$ cat src/ir_timer_regs.vh
// register offsets, fields and timing constants of the ir pulse timer pair
// assumes an 8-bit register port with byte offsets 0x00..0x09
`ifndef IR_TIMER_REGS_VH
`define IR_TIMER_REGS_VH
`define ADDR_CARRIER_CTRL 2'h0
`define ADDR_COMMON_CTRL 2'h1
`define ADDR_WIDE_CTRL 2'h2
`define ADDR_SYNC_CTRL 2'h3
// own registers for counts and capture values
`define ADDR_CARRIER_HI 3'h4
`define ADDR_CARRIER_LO 3'h5
`define ADDR_WIDE_RELOAD_HI 3'h6
`define ADDR_WIDE_RELOAD_LO 3'h7
`define ADDR_CAPTURE_HI 4'h8
`define ADDR_CAPTURE_LO 4'h9
// carrier_timer_control / wide_timer_control fields
`define B_RUN 7
`define B_SINGLE 6
`define B_TIMEOUT 5
`define B_PRESC_HI 4
`define B_PRESC_LO 3
`define B_CAP_IE 2
`define B_TO_IE 1
`define B_PIN_SEL 0
// timer_pair_common_control fields
`define B_CAPTURE_MODE 7
`define B_DEMOD_SEL 6
`define B_LOGIC_HI 5
`define B_LOGIC_LO 4
`define B_OPSEL_HI 3
`define B_OPSEL_LO 2
`define B_T8_INIT 1
`define B_T16_INIT 0
// timer_sync_control field
`define B_SYNC_EN 7
// codes
`define OP_NORMAL 2'h0
`define OP_PINGPONG 2'h1
`define OP_FORCE_LO 2'h2
`define OP_FORCE_HI 2'h3
`define LG_AND 2'h0
`define LG_OR 2'h1
`define LG_NOR 2'h2
`define LG_NAND 2'h3
`define EDGE_FALL 2'h0
`define EDGE_RISE 2'h1
`define EDGE_BOTH 2'h2
`define FILT_NONE 2'h0
`define FILT_4 2'h1
`define FILT_8 2'h2
`define FILT_4_CYCLES 4'h3
`define FILT_8_CYCLES 4'h7
`define PRESC_DIV1 2'h0
`define PRESC_DIV2 2'h1
`define PRESC_DIV4 2'h2
`define PRESC_MASK2 3'h1
`define PRESC_MASK4 3'h3
`define PRESC_MASK8 3'h7
`define ZERO8 8'h00
`define ZERO16 16'h0000
`define ONE16 16'h0001
`define RESET_CTRL 8'h00
`endif

$ cat src/glitch_filter.v
// input glitch filter: output follows input only after it stays stable
// assumes input is synchronous to clk
`timescale 1ns/10ps
`include "ir_timer_regs.vh"
module glitch_filter (
	input wire clk,
	input wire rst_b,
	input wire clk_en,
	input wire [1:0] mode,
	input wire raw,
	output reg filtered
);
	reg [3:0] stable_count;
	reg [3:0] limit;
	always @*
	begin
		case (mode)
			`FILT_4: limit = `FILT_4_CYCLES;
			`FILT_8: limit = `FILT_8_CYCLES;
			default: limit = 4'h0;
		endcase
	end
	always @(posedge clk or negedge rst_b)
	begin
		if (!rst_b)
		begin
			stable_count <= 4'h0;
			filtered <= 1'b0;
		end
		else if (clk_en)
		begin
			if (raw == filtered)
				stable_count <= 4'h0;
			else if (stable_count >= limit)
			begin
				filtered <= raw;
				stable_count <= 4'h0;
			end
			else
				stable_count <= stable_count + 4'h1;
		end
	end
endmodule // glitch_filter

$ cat src/ir_pulse_timer_control.v
// control and counting logic of the carrier/wide ir timer pair
// assumes a simple register port, strobes one cycle, synchronous pins
//
// Chosen here: the address-and-strobe port.
`timescale 1ns/10ps
`include "ir_timer_regs.vh"
// Behaviour
// - carrier output-select bit routes carrier timer to first shared pin
// - carrier control holds timeout and capture interrupt enables, reset off
// - two-bit prescale divides carrier timer clock by 1, 2, 4 or 8
// - carrier timeout flag reads 1 after timeout; write 1 clears
// - carrier count-mode bit: 0 reload continuously, 1 single pass
// - carrier run bit reads enable state; write 1 starts, 0 stops
// - enables, prescale, timeout flag reset on reset; kept over stop recovery
// - init level bits in transmit; edge-detected flags in capture, w1c
// - transmit field: normal, ping-pong, wide output forced low or high
// - capture field: glitch filter none, 4 or 8 clocks, reserved
// - transmit logic field combines outputs by AND, OR, NOR, NAND
// - capture edge field: falling, rising, both, reserved
// - transmit bit routes combined output to second shared pin
// - capture bit selects primary or alternate demodulator input
// - mode bit selects transmit (0) or capture (1) for both timers
// - wide output-select bit routes wide timer to third shared pin
// - wide control holds timeout and capture interrupt enables, reset off
// - wide timeout flag reads 1 after timeout; write 1 clears
// - wide bit: single pass in transmit, ignore edges in capture
// - sync mode aligns first carrier pulse to wide timer output
module ir_pulse_timer_control (
	input wire clk,
	input wire rst_b,
	input wire clk_en,
	input wire [3:0] addr,
	input wire [7:0] wdata,
	input wire wr,
	input wire rd,
	output reg [7:0] rdata,
	input wire demod_input_primary,
	input wire demod_input_alternate,
	input wire port_out_first,
	input wire port_out_second,
	input wire port_out_third,
	output reg first_shared_pin,
	output reg second_shared_pin,
	output reg third_shared_pin,
	output reg carrier_timeout_irq,
	output reg carrier_capture_irq,
	output reg wide_timeout_irq,
	output reg wide_capture_irq
);
	reg [7:0] carrier_timer_control;
	reg [7:0] timer_pair_common_control;
	reg [7:0] wide_timer_control;
	reg [7:0] timer_sync_control;
	reg [7:0] carrier_high_count;
	reg [7:0] carrier_low_count;
	reg [15:0] wide_reload;
	reg [15:0] capture_value;
	reg [7:0] carrier_timer;
	reg [15:0] wide_timer;
	reg [2:0] presc;
	reg carrier_timer_output;
	reg wide_timer_output_level;
	reg pingpong_turn;
	reg sync_wait;
	reg demod_prev;
	reg fall_flag;
	reg rise_flag;
	reg next_fall;
	reg next_rise;
	reg [2:0] presc_mask;
	reg wide_out;
	reg combined;
	reg carrier_tick;
	reg edge_hit;
	wire capture_mode;
	wire [1:0] opsel;
	wire [1:0] logic_sel;
	wire demod_raw;
	wire demod;
	wire wr_carrier;
	wire wr_common;
	wire wr_wide;
	wire carrier_run;
	wire wide_run;
	wire carrier_expire;
	wire wide_expire;
	wire is_fall;
	wire is_rise;

	assign capture_mode = timer_pair_common_control[`B_CAPTURE_MODE];
	assign opsel = timer_pair_common_control[`B_OPSEL_HI:`B_OPSEL_LO];
	assign logic_sel = timer_pair_common_control[`B_LOGIC_HI:`B_LOGIC_LO];
	assign demod_raw = timer_pair_common_control[`B_DEMOD_SEL] ?
		demod_input_alternate : demod_input_primary;
	assign wr_carrier = wr && addr == {2'h0, `ADDR_CARRIER_CTRL};
	assign wr_common = wr && addr == {2'h0, `ADDR_COMMON_CTRL};
	assign wr_wide = wr && addr == {2'h0, `ADDR_WIDE_CTRL};
	assign carrier_run = carrier_timer_control[`B_RUN];
	assign wide_run = wide_timer_control[`B_RUN];
	assign carrier_expire = carrier_run && !capture_mode && carrier_tick &&
		!sync_wait && carrier_timer == `ZERO8;
	assign wide_expire = wide_run && !capture_mode &&
		wide_timer == `ZERO16;
	assign is_fall = demod_prev && !demod;
	assign is_rise = !demod_prev && demod;

	glitch_filter u_filter (
		.clk(clk),
		.rst_b(rst_b),
		.clk_en(clk_en),
		.mode(capture_mode ? opsel : `FILT_NONE),
		.raw(demod_raw),
		.filtered(demod)
	);

	always @*
	begin
		case (carrier_timer_control[`B_PRESC_HI:`B_PRESC_LO])
			`PRESC_DIV1: presc_mask = 3'h0;
			`PRESC_DIV2: presc_mask = `PRESC_MASK2;
			`PRESC_DIV4: presc_mask = `PRESC_MASK4;
			default: presc_mask = `PRESC_MASK8;
		endcase
		carrier_tick = (presc & presc_mask) == presc_mask;
		case (opsel)
			`OP_FORCE_LO: wide_out = 1'b0;
			`OP_FORCE_HI: wide_out = 1'b1;
			default: wide_out = wide_timer_output_level;
		endcase
		case (logic_sel)
			`LG_AND: combined = carrier_timer_output & wide_out;
			`LG_OR: combined = carrier_timer_output | wide_out;
			`LG_NOR: combined = ~(carrier_timer_output | wide_out);
			default: combined = ~(carrier_timer_output & wide_out);
		endcase
		case (wdata[`B_LOGIC_HI:`B_LOGIC_LO])
			default: edge_hit = 1'b0;
		endcase
		case (logic_sel)
			`EDGE_FALL: edge_hit = is_fall;
			`EDGE_RISE: edge_hit = is_rise;
			`EDGE_BOTH: edge_hit = is_fall | is_rise;
			default: edge_hit = 1'b0;
		endcase
		if (wide_timer_control[`B_SINGLE])
			edge_hit = 1'b0;
		next_fall = fall_flag;
		next_rise = rise_flag;
		if (wr_common && wdata[`B_T16_INIT])
			next_fall = 1'b0;
		if (wr_common && wdata[`B_T8_INIT])
			next_rise = 1'b0;
		if (capture_mode && wide_run && edge_hit && is_fall)
			next_fall = 1'b1;
		if (capture_mode && wide_run && edge_hit && is_rise)
			next_rise = 1'b1;
	end

	always @(posedge clk or negedge rst_b)
	begin
		if (!rst_b)
		begin
			carrier_timer_control <= `RESET_CTRL;
			timer_pair_common_control <= `RESET_CTRL;
			wide_timer_control <= `RESET_CTRL;
			timer_sync_control <= `RESET_CTRL;
			carrier_high_count <= `ZERO8;
			carrier_low_count <= `ZERO8;
			wide_reload <= `ZERO16;
			capture_value <= `ZERO16;
			carrier_timer <= `ZERO8;
			wide_timer <= `ZERO16;
			presc <= 3'h0;
			carrier_timer_output <= 1'b0;
			wide_timer_output_level <= 1'b0;
			pingpong_turn <= 1'b0;
			sync_wait <= 1'b0;
			demod_prev <= 1'b0;
			fall_flag <= 1'b0;
			rise_flag <= 1'b0;
			rdata <= `ZERO8;
			first_shared_pin <= 1'b0;
			second_shared_pin <= 1'b0;
			third_shared_pin <= 1'b0;
			carrier_timeout_irq <= 1'b0;
			carrier_capture_irq <= 1'b0;
			wide_timeout_irq <= 1'b0;
			wide_capture_irq <= 1'b0;
		end
		else if (clk_en)
		begin
			demod_prev <= demod;
			fall_flag <= next_fall;
			rise_flag <= next_rise;
			presc <= carrier_run ? presc + 3'h1 : 3'h0;
			// carrier timer: alternating high/low half periods
			if (wr_carrier && wdata[`B_RUN] && !carrier_run)
			begin
				carrier_timer <= carrier_high_count;
				carrier_timer_output <=
					timer_pair_common_control[`B_T8_INIT];
				sync_wait <= timer_sync_control[`B_SYNC_EN];
			end
			else if (sync_wait)
			begin
				if (wide_out)
					sync_wait <= 1'b0;
				presc <= 3'h0;
			end
			else if (carrier_run && !capture_mode && carrier_tick)
			begin
				if (carrier_timer == `ZERO8)
				begin
					carrier_timer_output <= !carrier_timer_output;
					carrier_timer <= carrier_timer_output ?
						carrier_low_count : carrier_high_count;
				end
				else
					carrier_timer <= carrier_timer - 8'h01;
			end
			// wide timer: transmit counts down, capture measures
			if (wr_wide && wdata[`B_RUN] && !wide_run)
			begin
				wide_timer <= wide_reload;
				wide_timer_output_level <=
					timer_pair_common_control[`B_T16_INIT];
				pingpong_turn <= 1'b0;
			end
			else if (wide_run && capture_mode)
			begin
				if (edge_hit)
				begin
					capture_value <= wide_timer;
					wide_timer <= `ZERO16;
				end
				else
					wide_timer <= wide_timer + `ONE16;
			end
			else if (wide_expire)
			begin
				wide_timer_output_level <= !wide_timer_output_level;
				wide_timer <= wide_reload;
				if (opsel == `OP_PINGPONG)
					pingpong_turn <= !pingpong_turn;
			end
			else if (wide_run && !capture_mode &&
				!(opsel == `OP_PINGPONG && !pingpong_turn))
				wide_timer <= wide_timer - `ONE16;
			// register writes
			if (wr_carrier)
			begin
				carrier_timer_control[`B_RUN] <= wdata[`B_RUN];
				carrier_timer_control[`B_SINGLE:`B_SINGLE] <=
					wdata[`B_SINGLE:`B_SINGLE];
				carrier_timer_control[`B_PRESC_HI:`B_PIN_SEL] <=
					wdata[`B_PRESC_HI:`B_PIN_SEL];
			end
			if (wr_carrier && wdata[`B_TIMEOUT])
				carrier_timer_control[`B_TIMEOUT] <= 1'b0;
			if (carrier_expire && carrier_timer_output)
			begin
				carrier_timer_control[`B_TIMEOUT] <= 1'b1;
				if (carrier_timer_control[`B_SINGLE])
					carrier_timer_control[`B_RUN] <= 1'b0;
				if (opsel == `OP_PINGPONG)
					pingpong_turn <= 1'b1;
			end
			if (opsel == `OP_PINGPONG && !pingpong_turn &&
				!capture_mode && carrier_run)
				wide_timer_output_level <= 1'b0;
			if (wr_common)
				timer_pair_common_control <= wdata;
			if (wr_wide)
			begin
				wide_timer_control[`B_RUN] <= wdata[`B_RUN];
				wide_timer_control[`B_SINGLE] <= wdata[`B_SINGLE];
				wide_timer_control[`B_PRESC_HI:`B_PIN_SEL] <=
					wdata[`B_PRESC_HI:`B_PIN_SEL];
			end
			if (wr_wide && wdata[`B_TIMEOUT])
				wide_timer_control[`B_TIMEOUT] <= 1'b0;
			if (wide_expire)
			begin
				wide_timer_control[`B_TIMEOUT] <= 1'b1;
				if (wide_timer_control[`B_SINGLE])
					wide_timer_control[`B_RUN] <= 1'b0;
			end
			if (wr && addr == {2'h0, `ADDR_SYNC_CTRL})
				timer_sync_control <= wdata;
			if (wr && addr == {1'b0, `ADDR_CARRIER_HI})
				carrier_high_count <= wdata;
			if (wr && addr == {1'b0, `ADDR_CARRIER_LO})
				carrier_low_count <= wdata;
			if (wr && addr == {1'b0, `ADDR_WIDE_RELOAD_HI})
				wide_reload[15:8] <= wdata;
			if (wr && addr == {1'b0, `ADDR_WIDE_RELOAD_LO})
				wide_reload[7:0] <= wdata;
			// register reads
			if (rd)
			begin
				case (addr)
					{2'h0, `ADDR_CARRIER_CTRL}: rdata <= carrier_timer_control;
					{2'h0, `ADDR_COMMON_CTRL}: rdata <= capture_mode ?
						{timer_pair_common_control[7:2], rise_flag,
						fall_flag} : timer_pair_common_control;
					{2'h0, `ADDR_WIDE_CTRL}: rdata <= wide_timer_control;
					{2'h0, `ADDR_SYNC_CTRL}: rdata <= timer_sync_control;
					{1'b0, `ADDR_CARRIER_HI}: rdata <= carrier_high_count;
					{1'b0, `ADDR_CARRIER_LO}: rdata <= carrier_low_count;
					{1'b0, `ADDR_WIDE_RELOAD_HI}: rdata <= wide_reload[15:8];
					{1'b0, `ADDR_WIDE_RELOAD_LO}: rdata <= wide_reload[7:0];
					`ADDR_CAPTURE_HI: rdata <= capture_value[15:8];
					`ADDR_CAPTURE_LO: rdata <= capture_value[7:0];
					default: rdata <= `ZERO8;
				endcase
			end
			else
				rdata <= `ZERO8;
			// pins and interrupt requests
			first_shared_pin <= carrier_timer_control[`B_PIN_SEL] ?
				carrier_timer_output : port_out_first;
			third_shared_pin <= wide_timer_control[`B_PIN_SEL] ?
				wide_out : port_out_third;
			second_shared_pin <= (!capture_mode &&
				timer_pair_common_control[`B_DEMOD_SEL]) ?
				combined : port_out_second;
			carrier_timeout_irq <= carrier_timer_control[`B_TIMEOUT] &
				carrier_timer_control[`B_TO_IE];
			carrier_capture_irq <= (rise_flag | fall_flag) &
				carrier_timer_control[`B_CAP_IE];
			wide_timeout_irq <= wide_timer_control[`B_TIMEOUT] &
				wide_timer_control[`B_TO_IE];
			wide_capture_irq <= (rise_flag | fall_flag) &
				wide_timer_control[`B_CAP_IE];
		end
	end
endmodule // ir_pulse_timer_control

$ cat config.mk
export PLATFORM = sky130hd
export DESIGN_NAME = ir_pulse_timer_control
export DESIGN_NICKNAME = d
export VERILOG_FILES = /design/src/glitch_filter.v /design/src/ir_pulse_timer_control.v
export VERILOG_INCLUDE_DIRS = /design/src
export SDC_FILE = /design/constraint.sdc
export NUM_CORES = 1
export LEC_CHECK = 0
export BUFFER_PORTS_ARGS = -buffer_cell sky130_fd_sc_hd__buf_2
export CAP_MARGIN = 25
export CORE_MARGIN = 2
export CORE_UTILIZATION = 40
export DETAILED_ROUTE_END_ITERATION = 10
export PLACE_DENSITY = 0.67
export SLEW_MARGIN = 20
export SYNTH_ARGS = -nofsm -noshare
export SYNTH_HDL_FRONTEND = slang
export SYNTH_SLANG_ARGS = --single-unit
$ cat constraint.sdc
create_clock -name clk -period 2.8 [get_ports clk]
set_input_delay 0.56 -clock clk [delete_from_list [all_inputs] [get_ports clk]]
set_output_delay 0.56 -clock clk [all_outputs]
set_load 0.01 [all_outputs]
# [After elaboration in Yosys (flattened, before gate mapping)]
# Index checks and enable logic that the tools add are counted.
[op_classes] n_eq_ne=22 reduce_logical=75 magnitude_cmp=1 n_addsub=5 n_bitwise=13 n_mux=60
[op_table] operator="$mux W16" count=5
[op_table] operator="$pmux W8 S10" count=1
[op_table] operator="$mux W8" count=7
[op_table] operator="$logic_and A1 B1 Y1" count=34
[op_table] operator="$mux W1" count=34
[op_table] operator="$reduce_and A2 Y1" count=13
[op_table] operator="$add A16 B1 Y16 const B" count=1
[op_table] operator="$eq A4 B3 Y1 const B" count=4
[op_table] operator="$logic_not A16 Y1" count=1
[op_table] operator="$sub A16 B1 Y16 const B" count=1
[op_table] operator="$reduce_bool A2 Y1" count=6
[op_table] operator="$eq A2 B2 Y1 const B" count=5
[op_table] operator="$logic_not A1 Y1" count=10
[op_table] operator="$mux W3" count=3
[op_table] operator="$pmux W3 S3" count=1
[op_table] operator="$reduce_and A3 Y1" count=3
[op_table] operator="$eq A2 B1 Y1 const B" count=4
[op_table] operator="$eq A4 B2 Y1 const B" count=2
[op_table] operator="$eq A4 B4 Y1 const B" count=2
[op_table] operator="$logic_not A8 Y1" count=1
[op_table] operator="$mux W4" count=2
[op_table] operator="$reduce_and A4 Y1" count=2
[op_table] operator="$sub A8 B1 Y8 const B" count=1
[op_table] operator="$mux W2" count=3
[op_table] operator="other kinds (19)" count=30
[totals] in_bits=22 register_bits=134 word_cells=209 output_inout_bits=15

# [Longest topological paths before layout]
[depth] ltp_word=10 mapped_depth=11 mapped_depth_nobuf=10

# [Hierarchy]
# From an unflattened synthesis, not the netlist that was laid out.
[unflattened] hier_cells=773 area_unflattened_um2=7661.1
[by_module_without_submodules] mod="ir_pulse_timer_control" n_inst=1 area_per_inst_um2=7317.0 cells_each=737 seq_area_each_um2=3228.1
[by_module_without_submodules] mod="glitch_filter" n_inst=1 area_per_inst_um2=344.1 cells_each=36 seq_area_each_um2=125.1

# [Least setup slack after synthesis]
# No wires, ideal clock.
[synth_timing] kind="flip-flop to flip-flop" start="reg timer_pair_common_control[7]" end="reg u_filter.stable_count[0]" t_arrival_ns=2.478 n_path_buf=1 synth_period_minus_slack_ns=2.558 setup_slack_ns=0.242 setup_ns=0.079 required_ns=2.721 stages_incl_launch_ff=12 cell_sequence="dfrtp_1 > buf_1 > nand2_1 > ha_1 > inv_1 > ha_1 > nand2b_1 > a21o_1 > a211o_1 > nand2b_1 > or2_2 > mux2i_1"
[synth_between] elab_chain_len=6 elab_cells_between_ends=7 cone_classes="1 x order compare; 2 x eq/ne; 4 x mux"
[synth_rtl] element="from (decl)" line_no="ir_pulse_timer_control.v:51" source="reg [7:0] timer_pair_common_control;"
[synth_rtl] element="from (signal assigned)" line_no="ir_pulse_timer_control.v:164" source="timer_pair_common_control <= `RESET_CTRL;"
[synth_rtl] element="from (signal assigned)" line_no="ir_pulse_timer_control.v:272" source="timer_pair_common_control <= wdata;"
[synth_rtl] element="$mux W2 (no source line) (*)"
[synth_rtl] element="$eq A2 B2 Y1 or $eq A2 B1 Y1 (tied branches)" line_no="glitch_filter.v:17" source="case (mode)"
[synth_rtl] element="$pmux W3 S2 (*)" line_no="glitch_filter.v:17"
[synth_rtl] element="$ge A4 B3 Y1 (*)" line_no="glitch_filter.v:34" source="else if (stable_count >= limit)"
[synth_rtl] element="$mux W4 (*)" line_no="glitch_filter.v:34"
[synth_rtl] element="$mux W4 (*)" line_no="glitch_filter.v:32" source="if (raw == filtered)"
[synth_rtl] element="to (signal assigned)" line_no="glitch_filter.v:40" source="stable_count <= stable_count + 4'h1;"
[synth_rtl] element="to (decl)" line_no="glitch_filter.v:13" source="reg [3:0] stable_count;"
# Every way passes the cells marked *; elsewhere a longest branch is shown, timed or not.
# A chain may end at the register's enable or synchronous reset.

# [Worst setup path in the final report]
[layout_timing] start="reg timer_pair_common_control[3]" end="reg u_filter.stable_count[2]"
# The elaborated chain is that of the path after synthesis.

==> flow_summary.json <==
{
  "run_status": "finished, final reports clean",
  "layout_min_cycle_time_ns": 2.55,
  "vdd_drop_max_v": 0.000494,
  "first_pass_iters": 7,
  "syn_avg_cell_area_sq_um": 9.82,
  "ys_ff_latch": 134,
  "slew_headroom": 0.329,
  "critPathKind": "reg -> reg",
  "setup_viol": 0,
  "drtAntennaViolNets": 0,
  "timing.final.crit_share": 0.909,
  "leakagePower_nw": 3.90,
  "powerDensity_nw_per_um2": 814,
  "yosysTopAreaCellShare": 0.439,
  "dp.final_hpwl_mm": 17.4,
  "drv_slew": 0,
  "synthDistinctLibCells": 70,
  "top_usage_layer": "met2",
  "grt_pass1_vias": 6434,
  "grt_use_total": 0.244,
  "gp_congestion": 0.952,
  "path_buf_inv": 1,
  "fin_util": 0.481,
  "rsz0062_at_grt": "no",
  "grt_max_degree": 59,
  "ys_seq_area_frac": 0.439,
  "htreeDepth": 4,
  "cts_tree": "yes",
  "cts_root_buffer": "clkbuf_16",
  "cap_violations": 0,
  "initial_utilization": 0.408,
  "synth_top_area_cell": "dfrtp_1",
  "path_cells": "and2_1 -> ha_1 -> inv_1 -> ha_1 -> nand2b_1 -> a21o_1 -> a211o_1 -> nand2b_1 -> or2_2 -> o2bb2ai_1",
  "dieHeight_um": 142,
  "yosys_warnings": 0,
  "clockBufferDepth": 2,
  "cts_buffers": 17,
  "totalWireLength_mm": 23.8,
  "grtUsageMet3": 0.0495,
  "core_sq_um": 18700,
  "worstSkewPairLatency_ns": 0.42,
  "synth_edf_count": 0,
  "slowest_stage": "dfrtp_1",
  "final-hold-violation-count": 0,
  "area_delta_synth_final_pct": 17.9,
  "layout.nets": 876,
  "ios": 37,
  "cp-start-kind": "flip-flop",
  "cts.sinks": 134,
  "critical-path-top-delay-family": "simple AND/OR/NAND/NOR gates",
  "die_w_um": 142,
  "port_buffers": 36,
  "via_count": 6713,
  "end_kind": "flip-flop",
  "fmaxAchievable_mhz": 393,
  "postCtsSetupBuffers": 0,
  "synth_area_sq_um": 7630,
  "final_common_cell": "dfrtp_1",
  "syn-num-nets": 813,
  "finalSetupTns_ns": 0,
  "antenna_found_initial": 0,
  "final_cell_mix": "134 x dfrtp_1, 80 x nand2_1, 69 x mux2_2",
  "min_path_type": "in -> async",
  "synthFlopType": "dfrtp_1",
  "clk_pin_slew_ns": 0.06,
  "cp.arrival_ns": 2.89,
  "skew_ns": 0.00902,
  "max_stage_delay_ns": 0.45,
  "die-area_sq_um": 20200,
  "synthArstFlopShare": 1.00,
  "grtUsageMet1": 0.334,
  "vias_per_cell": 6.18,
  "required_ns": 3.14,
  "grt_remaining_overflow": 0,
  "drive_gt1_frac": 0.245,
  "synthTopCellsByArea": "dfrtp_1 44%, mux2_2 10%, nand2_1 3.9%, o21ai_0 3.1%, mux2i_1 2.5%",
  "grt_pass1_wl_mm": 37.3,
  "drtIter0Drc": 774,
  "use_met2": 0.373,
  "rows": 50,
  "worst_pin_slew_ns": 0.999,
  "worstPathMaxFanout": 5,
  "synthCells": 777,
  "drc_errors": 0,
  "diodes": 0,
  "wl_per_cell_um": 21.9
}
repair_timing:
item                                    CTS  global route
endpoints found under the setup margin    0             5
gates resized for setup                   0             3
hold buffers                              0             0
per-layer routing:
layer  routed length (um)  up-vias
met2                10800      317
met5                    0        -
li1                     -     3023
met1                10300     3311
met3                 1690       62
met4                 1010        0
synthesized netlist by cell type (7+ instances only):
library cell  count
o2bb2ai_1        18
and3_1            8
inv_1            28
nand4_1          11
o22ai_1          13
a22oi_1          15
nand2_1          80
nor4_1            8
xor2_1            7
nand3_1          17
clkbuf_1         37
ha_1             14
o21ai_0          47
a21oi_1          27
nand2b_1          9
a221o_1           8
dfrtp_1         134
nor2b_1           8
mux2i_1          19
a211oi_1          8
a31oi_1          12
mux2_2           69
nor3_1           19
nor2_1           44
worst register-to-register path, cell delays in order (launching register included):
cell and delay, ns:
dfrtp_1 0.45, and2_1 0.19, ha_1 0.29, inv_1 0.04
ha_1 0.25, nand2b_1 0.14, a21o_1 0.18, a211o_1 0.31
nand2b_1 0.19, or2_2 0.30, o2bb2ai_1 0.13
state kept, by name, summed over array words and instances (netlist names), 3 cells and up:
signal                     cells
carrier_timer_control          8
presc                          3
carrier_timer                  8
rdata                          8
wide_reload                   16
wide_timer                    16
wide_timer_control             8
carrier_high_count             8
capture_value                 16
u_filter.stable_count          4
timer_pair_common_control      8
carrier_low_count              8
timer_sync_control             8
worst paths after layout:
path                                              startpoint                        to  slack (ns)  cells after the start
worst min-delay path                                   rst_b  u_filter.stable_count[0]        0.09                      1
min in group clk                             port_out_second         second_shared_pin        0.45                      3
max in group asynchronous                              rst_b     carrier_high_count[2]        1.98                      2
worst max-delay path            timer_pair_common_control[3]  u_filter.stable_count[2]        0.25                     10
worst min register to register                      rdata[5]                  rdata[5]        0.48                      1
worst max register to register  timer_pair_common_control[3]  u_filter.stable_count[2]        0.25                     10
cell families (layout without fill, tap and decap cells):
family	Yosys count	count (layout)	synth area share
simple gates	245	245	0.168
compound gates	209	209	0.190
fa+ha+maj	14	14	0.0230
xor+xnor	11	11	0.0126
mux	88	88	0.127
buf+inv	76	152	0.0403
flops	134	134	0.439
through the flow:
| stage | setup WS [ns] | power (W) | hold WS [ns] | instances | instance area, sq um |
|---|---|---|---|---|---|
| 6_report | 0.254 | 0.00732 | 0.0877 | 1087 | 9000 |
| 5_1_grt | 0.0840 | 0.00770 | 0.115 | 1087 | 9000 |
| 4_1_cts | 0.235 | 0.00731 | 0.0940 | 1087 | 8980 |
| 3_5_place_dp | 0.0969 | 0.00488 | 0.468 | 1055 | 8340 |
| 3_3_place_gp | 0.142 | 0.00487 | 0.459 | 1055 | 8340 |
| 2_1_floorplan | 0.242 | 0.00407 | 0.264 | 777 | 7630 |
power breakdown:
group / internal (W) / switching (W) / total, W / leakage, nW
clock: 0.00156 / 0.000852 / 0.00242 / 0.310
combinational: 0.000933 / 0.00115 / 0.00208 / 1.85
sequential: 0.00232 / 0.000506 / 0.00283 / 1.73
total: 0.00482 / 0.00250 / 0.00732 / 3.90
layout make-up:
class	instances	area [sq um]
multi-input combinational	567	3990
tap	234	293
fill	1695	9710
clock buffer	21	470
inverter	29	109
sequential	134	3350
timing repair buffer	91	612
clock inverter	11	171
Power figures use the tool's default switching activity.
